[src/design/ctm_pkg.sv]
// package: register map, field layout and types of the compact 10-bit timer
package ctm_pkg;
  localparam int unsigned CNT_W = 10;
  localparam int unsigned ADDR_W = 3;
  localparam int unsigned DATA_W = 8;

  localparam logic [ADDR_W-1:0] ADDR_CTRL0  = 3'h0;
  localparam logic [ADDR_W-1:0] ADDR_CTRL1  = 3'h1;
  localparam logic [ADDR_W-1:0] ADDR_CNT_LO = 3'h2;
  localparam logic [ADDR_W-1:0] ADDR_CNT_HI = 3'h3;
  localparam logic [ADDR_W-1:0] ADDR_CMPA_LO = 3'h4;
  localparam logic [ADDR_W-1:0] ADDR_CMPA_HI = 3'h5;
  localparam logic [ADDR_W-1:0] ADDR_STATUS = 3'h6;

  localparam logic [DATA_W-1:0] CTRL_RESET = 8'h00;
  localparam logic [CNT_W-1:0]  CNT_MAX    = 10'h3ff;
  localparam logic [CNT_W-1:0]  CNT_ZERO   = 10'h000;
  localparam logic [2:0]        CMPP_ZERO  = 3'h0;
  localparam int unsigned       CMPP_LSB   = 7;
  localparam int unsigned       HI_W       = 2;

  localparam int unsigned C0_PAUSE = 7;
  localparam int unsigned C0_CLK_HI = 6;
  localparam int unsigned C0_CLK_LO = 4;
  localparam int unsigned C0_ENABLE = 3;
  localparam int unsigned C0_CMPP_HI = 2;
  localparam int unsigned C0_CMPP_LO = 0;

  localparam int unsigned ST_AF = 0;
  localparam int unsigned ST_PF = 1;

  typedef enum logic [1:0] {
    MODE_COMPARE = 2'b00,
    MODE_UNDEF   = 2'b01,
    MODE_PWM     = 2'b10,
    MODE_TIMER   = 2'b11
  } mode_e;

  typedef enum logic [2:0] {
    CK_SYS_DIV4 = 3'h0,
    CK_SYS      = 3'h1,
    CK_H_DIV16  = 3'h2,
    CK_H_DIV64  = 3'h3,
    CK_SUB_A    = 3'h4,
    CK_SUB_B    = 3'h5,
    CK_EXT_RISE = 3'h6,
    CK_EXT_FALL = 3'h7
  } clk_sel_e;

  localparam logic [5:0] DIV4_MASK  = 6'h03;
  localparam logic [5:0] DIV16_MASK = 6'h0f;
  localparam logic [5:0] DIV64_MASK = 6'h3f;

  typedef struct packed {
    mode_e      mode;
    logic [1:0] pin_action;
    logic       out_init;
    logic       out_inv;
    logic       swap;
    logic       clr_sel;
  } ctrl1_s;

  typedef struct packed {
    logic [ADDR_W-1:0] addr;
    logic [DATA_W-1:0] wdata;
    logic              wr;
    logic              rd;
  } bus_req_s;
endpackage

[src/design/compact_10bit_timer_pwm.sv]
// compact 10-bit timer with compare match, pwm and timer/counter modes
`timescale 1ns/1ps
////////////////////////////////////////////////////////////////////////////////
// How it works
// - compare mode: initial level bit sets pin before any match; unused in timer mode.
// - pwm mode: initial level bit picks active level of waveform.
// - invert bit flips the pin; no effect in timer/counter mode.
// - swap 0: p sets period, a duty; swap 1 the reverse.
// - clear select 1 clears on a match; 0 on p match or overflow.
// - with clear select 0, overflow clear only when p value is zero.
// - pwm mode ignores clear select; period comparator alone clears.
// - counter readable as low byte plus two high bits, rest zero.
// - compare a held in low byte plus two high bits, rest zero.
// - mode 00 compare, 10 pwm, 11 timer/counter.
// - compare mode, clear select 0: both a and p flags set on matches.
// - compare and timer modes, clear select 1: only a flag, never p flag.
// - clear select 1 and a zero: overflow at 3ff without a flag.
// - compare mode: pin changes only on a flag match, never on p.
// - enable rising edge loads initial level; action 00 gives no change.
// - timer/counter mode acts as compare mode but pin not driven.
// - pwm: one comparator clears counter (frequency), other sets duty.
// - pwm: a and p flags set on their matches.
// - pwm: counting, clearing and flags run while pin forced by 00/01.
// - swap 0: period p*128 clocks, 1024 for zero; duty equals a.
// - duty at or above period gives output active whole period.
// - swap 1: period equals a; duty p*128, 1024 for zero.
// - action: compare none/low/high/toggle; pwm inactive/active/wave/undefined.
// - enable rise zeroes counter; enable fall holds residual value.
module compact_10bit_timer_pwm (
  input  wire logic                  clk_i,
  input  wire logic                  srst_i,
  input  wire ctm_pkg::bus_req_s     bus_i,
  input  wire logic                  h_tick_i,
  input  wire logic                  sub_tick_i,
  input  wire logic                  ext_clk_i,
  output logic [ctm_pkg::DATA_W-1:0] rdata_o,
  output logic                       pin_o,
  output logic                       pin_oe_o,
  output logic                       flag_a_o,
  output logic                       flag_p_o
);
  import ctm_pkg::*;

  logic [DATA_W-1:0] ctrl0_r;
  ctrl1_s            ctrl1_r;
  logic [CNT_W-1:0]  cmpa_r;
  logic [CNT_W-1:0]  cnt_r;
  logic [CNT_W-1:0]  cnt_nxt;
  logic              flag_a_r;
  logic              flag_p_r;
  logic              en_d_r;
  logic              pin_r;
  logic              pin_oe_r;
  logic              cmp_lvl_r;
  logic [DATA_W-1:0] rdata_r;
  logic [5:0]        sys_div_r;
  logic [5:0]        h_div_r;
  logic [2:0]        ext_sync_r;
  logic              tick;
  logic              enable;
  logic              en_rise;
  logic [2:0]        cmpp;
  logic              match_a;
  logic              match_p;
  logic              at_max;
  logic              clear;
  logic              set_a;
  logic              set_p;
  logic              pwm_act;
  logic [CNT_W:0]    period;
  logic [CNT_W:0]    duty;
  logic              lvl;

  // p comparator value scaled to counts, zero meaning full range
  function automatic logic [CNT_W:0] p_span(input logic [2:0] p);
    p_span = (p == CMPP_ZERO) ? {1'b1, CNT_ZERO} : {1'b0, p, 7'h00};
  endfunction

  assign enable  = ctrl0_r[C0_ENABLE];
  assign en_rise = enable & ~en_d_r;
  assign cmpp    = ctrl0_r[C0_CMPP_HI:C0_CMPP_LO];
  assign at_max  = (cnt_r == CNT_MAX);

  ////////////////////////////////////////////////////////////////////////////////
  // counting clock selection; pin clock resynchronised before edge detect
  always_ff @(posedge clk_i) begin
    if (srst_i) begin
      ext_sync_r <= 3'h0;
    end else begin
      ext_sync_r <= {ext_sync_r[1:0], ext_clk_i};
    end
  end

  always_ff @(posedge clk_i) begin
    if (srst_i) begin
      sys_div_r <= 6'h00;
    end else begin
      sys_div_r <= sys_div_r + 6'h01;
    end
  end

  always_ff @(posedge clk_i) begin
    if (srst_i) begin
      h_div_r <= 6'h00;
    end else if (h_tick_i) begin
      h_div_r <= h_div_r + 6'h01;
    end
  end

  always_comb begin
    case (clk_sel_e'(ctrl0_r[C0_CLK_HI:C0_CLK_LO]))
      CK_SYS_DIV4: tick = ((sys_div_r & DIV4_MASK) == 6'h00);
      CK_SYS:      tick = 1'b1;
      CK_H_DIV16:  tick = h_tick_i & ((h_div_r & DIV16_MASK) == 6'h00);
      CK_H_DIV64:  tick = h_tick_i & ((h_div_r & DIV64_MASK) == 6'h00);
      CK_SUB_A:    tick = sub_tick_i;
      CK_SUB_B:    tick = sub_tick_i;
      CK_EXT_RISE: tick = ext_sync_r[1] & ~ext_sync_r[2];
      CK_EXT_FALL: tick = ~ext_sync_r[1] & ext_sync_r[2];
      default:     tick = 1'b0;
    endcase
  end

  ////////////////////////////////////////////////////////////////////////////////
  // comparators; a match is taken on the tick that reaches the value
  always_comb begin
    match_a = 1'b0;
    match_p = 1'b0;
    clear   = 1'b0;
    period  = p_span(cmpp);
    duty    = {1'b0, cmpa_r};
    if (ctrl1_r.mode == MODE_PWM) begin
      if (ctrl1_r.swap) begin
        period = {1'b0, cmpa_r};
        duty   = p_span(cmpp);
      end
      match_a = ({1'b0, cnt_r} + 11'h001) == {1'b0, cmpa_r};
      match_p = ({1'b0, cnt_r} + 11'h001) == p_span(cmpp);
      // period comparator alone clears; clear select ignored
      clear = ctrl1_r.swap ? match_a : match_p;
    end else begin
      match_a = (cmpa_r != CNT_ZERO) && (cnt_r + 10'h001 == cmpa_r);
      match_p = (cmpp != CMPP_ZERO) && !ctrl1_r.clr_sel &&
                ({1'b0, cnt_r} + 11'h001 == {1'b0, cmpp, 7'h00});
      if (ctrl1_r.clr_sel) begin
        clear = match_a;
      end else begin
        clear = match_p | ((cmpp == CMPP_ZERO) & at_max);
      end
    end
    set_a = tick & enable & ~ctrl0_r[C0_PAUSE] & match_a;
    set_p = tick & enable & ~ctrl0_r[C0_PAUSE] & match_p;
  end

  ////////////////////////////////////////////////////////////////////////////////
  // counter
  always_comb begin
    cnt_nxt = cnt_r;
    if (en_rise) begin
      cnt_nxt = CNT_ZERO;
    end else if (enable && !ctrl0_r[C0_PAUSE] && tick) begin
      cnt_nxt = clear ? CNT_ZERO : cnt_r + 10'h001;
    end
  end

  always_ff @(posedge clk_i) begin
    if (srst_i) begin
      cnt_r  <= CNT_ZERO;
      en_d_r <= 1'b0;
    end else begin
      cnt_r  <= cnt_nxt;
      en_d_r <= enable;
    end
  end

  ////////////////////////////////////////////////////////////////////////////////
  // flags: hardware set wins over software clear
  always_ff @(posedge clk_i) begin
    if (srst_i) begin
      flag_a_r <= 1'b0;
      flag_p_r <= 1'b0;
    end else begin
      flag_a_r <= set_a | (flag_a_r &
                  ~(bus_i.wr && bus_i.addr == ADDR_STATUS && bus_i.wdata[ST_AF]));
      flag_p_r <= set_p | (flag_p_r &
                  ~(bus_i.wr && bus_i.addr == ADDR_STATUS && bus_i.wdata[ST_PF]));
    end
  end

  ////////////////////////////////////////////////////////////////////////////////
  // compare-mode level, held before the invert stage
  always_ff @(posedge clk_i) begin
    if (srst_i) begin
      cmp_lvl_r <= 1'b0;
    end else if (en_rise) begin
      cmp_lvl_r <= ctrl1_r.out_init;
    end else if (set_a && ctrl1_r.mode == MODE_COMPARE) begin
      case (ctrl1_r.pin_action)
        2'b00:   cmp_lvl_r <= cmp_lvl_r;
        2'b01:   cmp_lvl_r <= 1'b0;
        2'b10:   cmp_lvl_r <= 1'b1;
        2'b11:   cmp_lvl_r <= ~cmp_lvl_r;
        default: cmp_lvl_r <= cmp_lvl_r;
      endcase
    end
  end

  // pwm active while counter below duty; duty at or above period stays active
  always_comb begin
    pwm_act = ({1'b0, cnt_r} < duty) || (duty >= period);
    case (ctrl1_r.pin_action)
      2'b00:   lvl = ~ctrl1_r.out_init;
      2'b01:   lvl = ctrl1_r.out_init;
      2'b10:   lvl = pwm_act ? ctrl1_r.out_init : ~ctrl1_r.out_init;
      default: lvl = ~ctrl1_r.out_init;  // undefined code parks inactive
    endcase
    if (ctrl1_r.mode != MODE_PWM) begin
      lvl = cmp_lvl_r;
    end
  end

  // timer mode releases the pin for other uses
  always_ff @(posedge clk_i) begin
    if (srst_i) begin
      pin_r    <= 1'b0;
      pin_oe_r <= 1'b0;
    end else begin
      pin_r    <= lvl ^ ctrl1_r.out_inv;
      pin_oe_r <= (ctrl1_r.mode == MODE_COMPARE) ||
                  (ctrl1_r.mode == MODE_PWM);
    end
  end

  ////////////////////////////////////////////////////////////////////////////////
  // register writes; mode and action changes meant only while stopped
  always_ff @(posedge clk_i) begin
    if (srst_i) begin
      ctrl0_r <= CTRL_RESET;
      ctrl1_r <= ctrl1_s'(CTRL_RESET);
      cmpa_r  <= CNT_ZERO;
    end else if (bus_i.wr) begin
      case (bus_i.addr)
        ADDR_CTRL0:   ctrl0_r <= bus_i.wdata;
        ADDR_CTRL1:   ctrl1_r <= ctrl1_s'(bus_i.wdata);
        ADDR_CMPA_LO: cmpa_r[DATA_W-1:0] <= bus_i.wdata;
        ADDR_CMPA_HI: cmpa_r[CNT_W-1:DATA_W] <= bus_i.wdata[HI_W-1:0];
        default:      ctrl0_r <= ctrl0_r;
      endcase
    end
  end

  // read data one cycle after the strobe, zero otherwise and for holes
  always_ff @(posedge clk_i) begin
    if (srst_i) begin
      rdata_r <= 8'h00;
    end else if (bus_i.rd) begin
      case (bus_i.addr)
        ADDR_CTRL0:   rdata_r <= ctrl0_r;
        ADDR_CTRL1:   rdata_r <= DATA_W'(ctrl1_r);
        ADDR_CNT_LO:  rdata_r <= cnt_r[DATA_W-1:0];
        ADDR_CNT_HI:  rdata_r <= {6'h00, cnt_r[CNT_W-1:DATA_W]};
        ADDR_CMPA_LO: rdata_r <= cmpa_r[DATA_W-1:0];
        ADDR_CMPA_HI: rdata_r <= {6'h00, cmpa_r[CNT_W-1:DATA_W]};
        ADDR_STATUS:  rdata_r <= {6'h00, flag_p_r, flag_a_r};
        default:      rdata_r <= 8'h00;
      endcase
    end else begin
      rdata_r <= 8'h00;
    end
  end

  assign rdata_o  = rdata_r;
  assign pin_o    = pin_r;
  assign pin_oe_o = pin_oe_r;
  assign flag_a_o = flag_a_r;
  assign flag_p_o = flag_p_r;
endmodule // compact_10bit_timer_pwm

[config.mk]
export PLATFORM = sky130hd
export DESIGN_NAME = compact_10bit_timer_pwm
export DESIGN_NICKNAME = d
export VERILOG_FILES = /design/src/design/ctm_pkg.sv /design/src/design/compact_10bit_timer_pwm.sv
export SDC_FILE = /design/constraint.sdc
export NUM_CORES = 1
export LEC_CHECK = 0
export BUFFER_PORTS_ARGS = -buffer_cell sky130_fd_sc_hd__buf_2
export CORE_UTILIZATION = 35
export CTS_CLUSTER_DIAMETER = 50
export DETAILED_ROUTE_END_ITERATION = 7
export SLEW_MARGIN = 20
export SYNTH_ARGS = -nofsm -noshare
export SYNTH_HDL_FRONTEND = slang
export SYNTH_SLANG_ARGS = --single-unit
export TNS_END_PERCENT = 30
[constraint.sdc]
create_clock -name clk_i -period 8.7 [get_ports clk_i]
set_input_delay 1.305 -clock clk_i [delete_from_list [all_inputs] [get_ports clk_i]]
set_output_delay 1.305 -clock clk_i [all_outputs]
set_load 0.05 [all_outputs]
==> flow_metrics.py, run 1 <==
metrics = {
    "clocking": {
        "clk_pin_slew_ns": 0.05,
        "ctsHoldBuffers": 0,
        "postCtsSetupBuffers": 0,
        "clk_latency_ns": 0.33,
        "clockBufferDepth": 2,
        "cts_buffers": 9,
        "cts_max_level": 3,
        "cts_tree": "built",
        "cts-resized-gates": 0,
        "cts.root.buffer_cell": "clkbuf_16",
        "cts_num_sinks": 61,
    },
    "sta": {
        "setup_ws_ns": 5.20,
        "fin_tns_setup_ns": 0,
        "tightestPinTransition_ns": 0.859,
        "rsz0062_at_grt": "no",
        "setup_viol": 0,
        "period_share_pct": 40.3,
        "skew_ns": 0.00487,
        "max_freq_mhz": 285,
        "drv_slew": 0,
        "hold_violations": 0,
        "min_period_ns": 3.50,
        "relSlewSlack_pct": 42.5,
    },
    "global_route": {
        "grt_antenna_before_repair": 0,
        "grt_max_degree": 48,
        "grt_pass1_wl_um": 17900,
        "grt_overflow": 0,
        "grt_usage_pct": 19.5,
        "grt_pass1_vias": 3532,
    },
    "yosys": {
        "synth_seq_cells": 61,
        "synth_top_cell_area_share_pct": 29.8,
        "syn_inst": 509,
        "syn_nets": 552,
        "synth_ff_type": "dfxtp_1",
        "synth_edf_count": 0,
        "synth_commonest_cells": "nor2_1 (65), dfxtp_1 (61), nand2_1 (61)",
        "synth.avg_cell_area_um2": 8.04,
        "synth_area_leaders": "dfxtp_1 (30%), ha_1 (7.6%), mux2i_1 (6.1%), nor2_1 (6.0%), nand2_1 (5.6%)",
        "yosysWarnings": 0,
        "syn-cell-area_mm2": 0.00409,
        "async_reset_ff_share_pct": 0,
        "synthDistinctLibCells": 70,
        "yosysTopAreaCell": "dfxtp_1",
        "yosysSeqAreaShare_pct": 29.8,
        "yosysMostFrequentCell": "nor2_1",
    },
    "final_layout": {
        "regArea_mm2": 0.00122,
        "postLayoutCellArea_mm2": 0.00455,
        "nFillCells": 1202,
        "nNetsFinal": 558,
        "drive_gt1_share_pct": 14.2,
        "diodes": 0,
        "multi_input_area_mm2": 0.00262,
        "fin_util_pct": 39.9,
        "syn_to_final_growth_pct": 11.2,
    },
    "placed_design": {
        "gp_congestion": 0.929,
        "dp_slack_ns": 5.16,
        "io_buffer_count": 29,
        "placed_cell_area_mm2": 0.00426,
        "dp_hpwl_um": 8120,
    },
    "routing": {
        "vias_per_cell": 5.61,
        "wl_per_cell_um": 16.5,
        "drtPass1Iterations": 5,
        "drt_iter0_markers": 382,
        "antenna_left": 0,
        "wl_um": 10900,
        "via_count": 3717,
        "route.detailed.drc": 0,
    },
    "floorplanning": {
        "initial_utilization_pct": 35.9,
        "die_w_um": 110,
        "io_pins": 30,
        "rows": 39,
        "die_h_um": 110,
        "core_area_mm2": 0.0114,
        "die-area_mm2": 0.0121,
    },
    "power": {
        "power_density_mw_per_mm2": 154,
        "finalPower_w": 0.000701,
        "ir_worst_vdd_mv": 0.142,
        "p_leak_nw": 1.76,
    },
    "setup_path": {
        "arrival_ns": 3.74,
        "cp.required_ns": 8.94,
        "critPathMaxFanout": 15,
        "crit_type": "reg -> reg",
        "crit_path_end_kind": "flip-flop",
        "start_kind": "flip-flop",
    },
    "run_status": {
        "run_status": "complete, no violations",
    },
    "worst_hold_path": {
        "hold_path.class": "reg -> reg",
    },
    "run": {
        "maxCapViolCount": 0,
    },
}
cell usage in the layout, fill, tap and decap left out, drive strengths merged, types with 4 or more instances in the layout:
cell type / instances
buf: 31
o21ai: 13
mux2: 4
nor2: 68
a31oi: 16
xor2: 7
mux2i: 25
and3: 4
clkbuf: 9
a211o: 4
a21oi: 37
xnor2: 10
dfxtp: 61
nand3b: 6
clkinv: 5
nor4: 5
inv: 21
and2: 5
nand3: 13
nor3: 11
nor2b: 9
ha: 25
nand2: 62
nand4: 13
worst max-delay path, cell delays in order, from the launching register on:
cell	delay, ns
dfxtp_1	0.68
ha_1	0.48
nand3_2	0.23
nor2_2	0.30
xnor3_1	0.27
nand4_2	0.13
o21ai_2	0.08
a2111oi_4	0.82
nand2_2	0.17
o31ai_1	0.24
flip-flops by register name (all words and copies together) (netlist names), 2 cells and up:
name / count
rdata_o: 8
ext_sync_r: 3
h_div_r: 6
cnt_r: 10
ctrl0_r: 8
ctrl1_r: 8
sys_div_r: 2
cmpa_r: 10
stage by stage:
| step | instances | hold slack [ns] |
|---|---|---|
| after global placement | 647 | 0.401 |
| after floorplan | 509 | 0.393 |
| after global routing | 663 | 0.439 |
| after CTS | 663 | 0.418 |
| final | 663 | 0.415 |
| after detailed placement | 647 | 0.410 |
final timing paths:
| path | start | end | slack [ns] | depth (start not counted) |
|---|---|---|---|---|
| min reg2reg | sys_div_r[0]$_SDFF_PP0_ | sys_div_r[0]$_SDFF_PP0_ | 0.42 | 1 |
| max reg2reg | cnt_r[0]$_SDFFE_PP0P_ | cnt_r[7]$_SDFFE_PP0P_ | 5.20 | 9 |
| min | sys_div_r[0]$_SDFF_PP0_ | sys_div_r[0]$_SDFF_PP0_ | 0.42 | 1 |
| max | cnt_r[0]$_SDFFE_PP0P_ | cnt_r[7]$_SDFFE_PP0P_ | 5.20 | 9 |
cell families (layout without fill, tap and decap cells):
| family | after synthesis | count (layout) | synth area share, % |
|---|---|---|---|
| AOI/OAI and AO/OA | 104 | 104 | 17.1 |
| buffers and inverters | 57 | 68 | 6.17 |
| and+or+nand+nor | 213 | 213 | 26.8 |
| DFF | 61 | 61 | 29.8 |
| xor gates and xnor gates | 20 | 20 | 5.29 |
| muxes | 29 | 29 | 7.21 |
| adders and majority gates | 25 | 25 | 7.64 |
cell type report:
class	count	area share, %
Multi-Input combinational cell	391	57.6
Clock inverter	7	1.46
Timing Repair Buffer	31	3.52
Clock buffer	9	4.95
Sequential cell	61	26.8
Tap cell	143	3.93
Inverter	21	1.73
power breakdown:
| group | internal (W) | switching, W | leakage [nW] |
|---|---|---|---|
| sequential | 0.000286 | 0.00000790 | 0.494 |
| clock | 0.000219 | 0.000122 | 0.145 |
| combinational | 0.0000251 | 0.0000395 | 1.12 |
layer usage:
layer,up-vias,GRT usage [%],routed length [um]
met5,-,0,0
met4,0,9.02,301
met2,124,32.8,5300
li1,1823,-,-
met1,1749,24.7,4800
met3,21,2.70,550
Note: power is estimated with default switching activity, not from simulation.
==> run 2, diff against run 1 <==
clock period = 3.6 ns   (was 8.7 ns; I/O delays follow)
==> flow_metrics.py, run 2 (synthesis gave the netlist of run 1 again) <==
metrics = {
    "run_status": {
        "run_status": "complete, no violations",
    },
    "run": {
        "maxCapViolCount": 0,
    },
    "clocking": {
        "cts_tree": "built",
        "cts-resized-gates": 0,
        "cts_max_level": 3,
        "ctsHoldBuffers": 0,
        "clk_pin_slew_ns": 0.06,
        "cts_buffers": 9,
        "cts_num_sinks": 61,
        "cts.root.buffer_cell": "clkbuf_16",
        "postCtsSetupBuffers": 0,
        "clockBufferDepth": 2,
        "clk_latency_ns": 0.33,
    },
    "floorplanning": {
        "io_pins": 30,
        "core_area_mm2": 0.0114,
        "die-area_mm2": 0.0121,
        "die_h_um": 110,
        "die_w_um": 110,
        "rows": 39,
        "initial_utilization_pct": 35.9,
    },
    "final_layout": {
        "nNetsFinal": 564,
        "syn_to_final_growth_pct": 12.4,
        "drive_gt1_share_pct": 15.2,
        "final_common_cell": "nor2_1",
        "fin_util_pct": 40.3,
        "diodes": 0,
        "reg_top3": "cmpa_r: 10 flops, cnt_r: 10 flops",
        "nFillCells": 1191,
        "mostFrequentLayoutCells": "nor2_1 (65), nand2_1 (61), dfxtp_1 (61), a21oi_1 (37), buf_2 (29)",
    },
    "routing": {
        "antenna_left": 0,
        "wl_per_cell_um": 16.9,
        "route.detailed.drc": 0,
        "drtPass1Iterations": 4,
        "via_count": 3760,
        "vias_per_cell": 5.62,
        "wl_um": 11300,
        "drt_iter0_markers": 303,
    },
    "sta": {
        "tightestPinTransition_ns": 0.692,
        "hold_violations": 0,
        "rsz0062_at_grt": "no",
        "skew_ns": 0.00485,
        "setup_ws_ns": 0.464,
        "max_freq_mhz": 319,
        "drv_slew": 0,
        "period_share_pct": 87.1,
        "min_period_ns": 3.14,
        "fin_tns_setup_ns": 0,
        "relSlewSlack_pct": 53.4,
        "setup_viol": 0,
    },
    "power": {
        "power_density_mw_per_mm2": 380,
        "seqPwrFrac_pct": 40.6,
        "p_leak_nw": 1.80,
        "power_frac_comb_pct": 9.2,
        "finalPower_w": 0.00175,
        "p_int_w": 0.00129,
        "netSwitchingFraction_pct": 26.1,
        "ir_worst_vdd_mv": 0.250,
        "power.share.clock_pct": 50.2,
        "p_sw_w": 0.000456,
    },
    "placed_design": {
        "dp_hpwl_um": 8140,
        "dp_slack_ns": 0.485,
        "gp_congestion": 0.901,
        "io_buffer_count": 29,
    },
    "global_route": {
        "grt_pass1_wl_um": 18300,
        "grt_antenna_before_repair": 0,
        "grt_overflow": 0,
        "grt_usage_pct": 20.0,
        "grt_pass1_vias": 3515,
        "grt_max_degree": 48,
    },
    "setup_path": {
        "arrival_ns": 3.42,
        "crit_path_end_kind": "flip-flop",
        "crit_top_cell": "a21o_1",
        "crit_type": "reg -> reg",
        "cp.required_ns": 3.88,
        "path_buf_inv": 1,
        "critical_path.max_stage_delay_ns": 0.45,
        "start_kind": "flip-flop",
        "critPathMaxFanout": 9,
        "cp_cell_sequence": "and3b_1 > mux2i_1 > inv_1 > ha_1 > a21o_1 > a21o_1 > a211o_1 > a31oi_1 > o21ai_0 > mux2_2 > a211oi_1 > a31o_2",
        "crit_family": "compound AO/OA/AOI/OAI gates",
        "slowest_stage": "and3b_1",
    },
    "worst_hold_path": {
        "hold_path.class": "reg -> reg",
    },
}
## run 2: cell types whose count changed in the layout (fill, tap and decap cells not counted)
cell and delta:
inv_6 +1, clkinv_4 +1, buf_4 +6, clkinv_2 -2
## run 2: layout make-up
| cell class | count | area [um^2] | share of cell area, % |
|---|---|---|---|
| clock buffers | 9 | 225 | 4.89 |
| clock inverters | 7 | 73.8 | 1.60 |
| flip-flops and latches | 61 | 1220 | 26.5 |
| repair buffers | 37 | 205 | 4.46 |
| inverters | 21 | 78.8 | 1.71 |
| multi-input cells | 391 | 2620 | 56.9 |
| well taps | 143 | 179 | 3.89 |
## run 2: final timing paths
path	slack (ns)	cells after the start	end	start
max	0.46	12	pin_o$_SDFF_PP0_	ctrl1_r[6]$_SDFFE_PP0P_
min	0.41	1	sys_div_r[0]$_SDFF_PP0_	sys_div_r[0]$_SDFF_PP0_
max reg2reg	0.46	12	pin_o$_SDFF_PP0_	ctrl1_r[6]$_SDFFE_PP0P_
min reg2reg	0.41	1	sys_div_r[0]$_SDFF_PP0_	sys_div_r[0]$_SDFF_PP0_
## run 2: power by group through the flow
stage	logic, W	clock network, W	registers [W]
finish	0.000161	0.000877	0.000709
global placement	0.000157	0	0.000723
detailed placement	0.000159	0	0.000724
CTS	0.000160	0.000892	0.000709
floorplan	0.000112	0	0.000723
global route	0.000177	0.000916	0.000711
## run 2: through the flow
stage,cells,hold slack (ns),instance area (um^2)
finish,669,0.411,4600
global route,669,0.437,4600
CTS,669,0.405,4600
detailed placement,653,0.409,4300
global placement,653,0.400,4300
floorplan,509,0.393,4090
## run 2: metal layers
metal | wire length (um) | vias to the layer above | share of wire, % | track usage, %
met3 | 737 | 33 | 6.5 | 3.29
met5 | 0 | - | 0 | 0
met1 | 5040 | 1763 | 45 | 25.7
li1 | - | 1829 | - | -
met4 | 373 | 0 | 3.3 | 10.7
met2 | 5130 | 135 | 45 | 32.2
## run 2: worst register-to-register path, cell delays in order (launching register included)
cell and delay, ns:
dfxtp_1 0.36, and3b_1 0.45, mux2i_1 0.33, inv_1 0.08
ha_1 0.32, a21o_1 0.18, a21o_1 0.17, a211o_1 0.27
a31oi_1 0.13, o21ai_0 0.13, mux2_2 0.30, a211oi_1 0.23
a31o_2 0.13
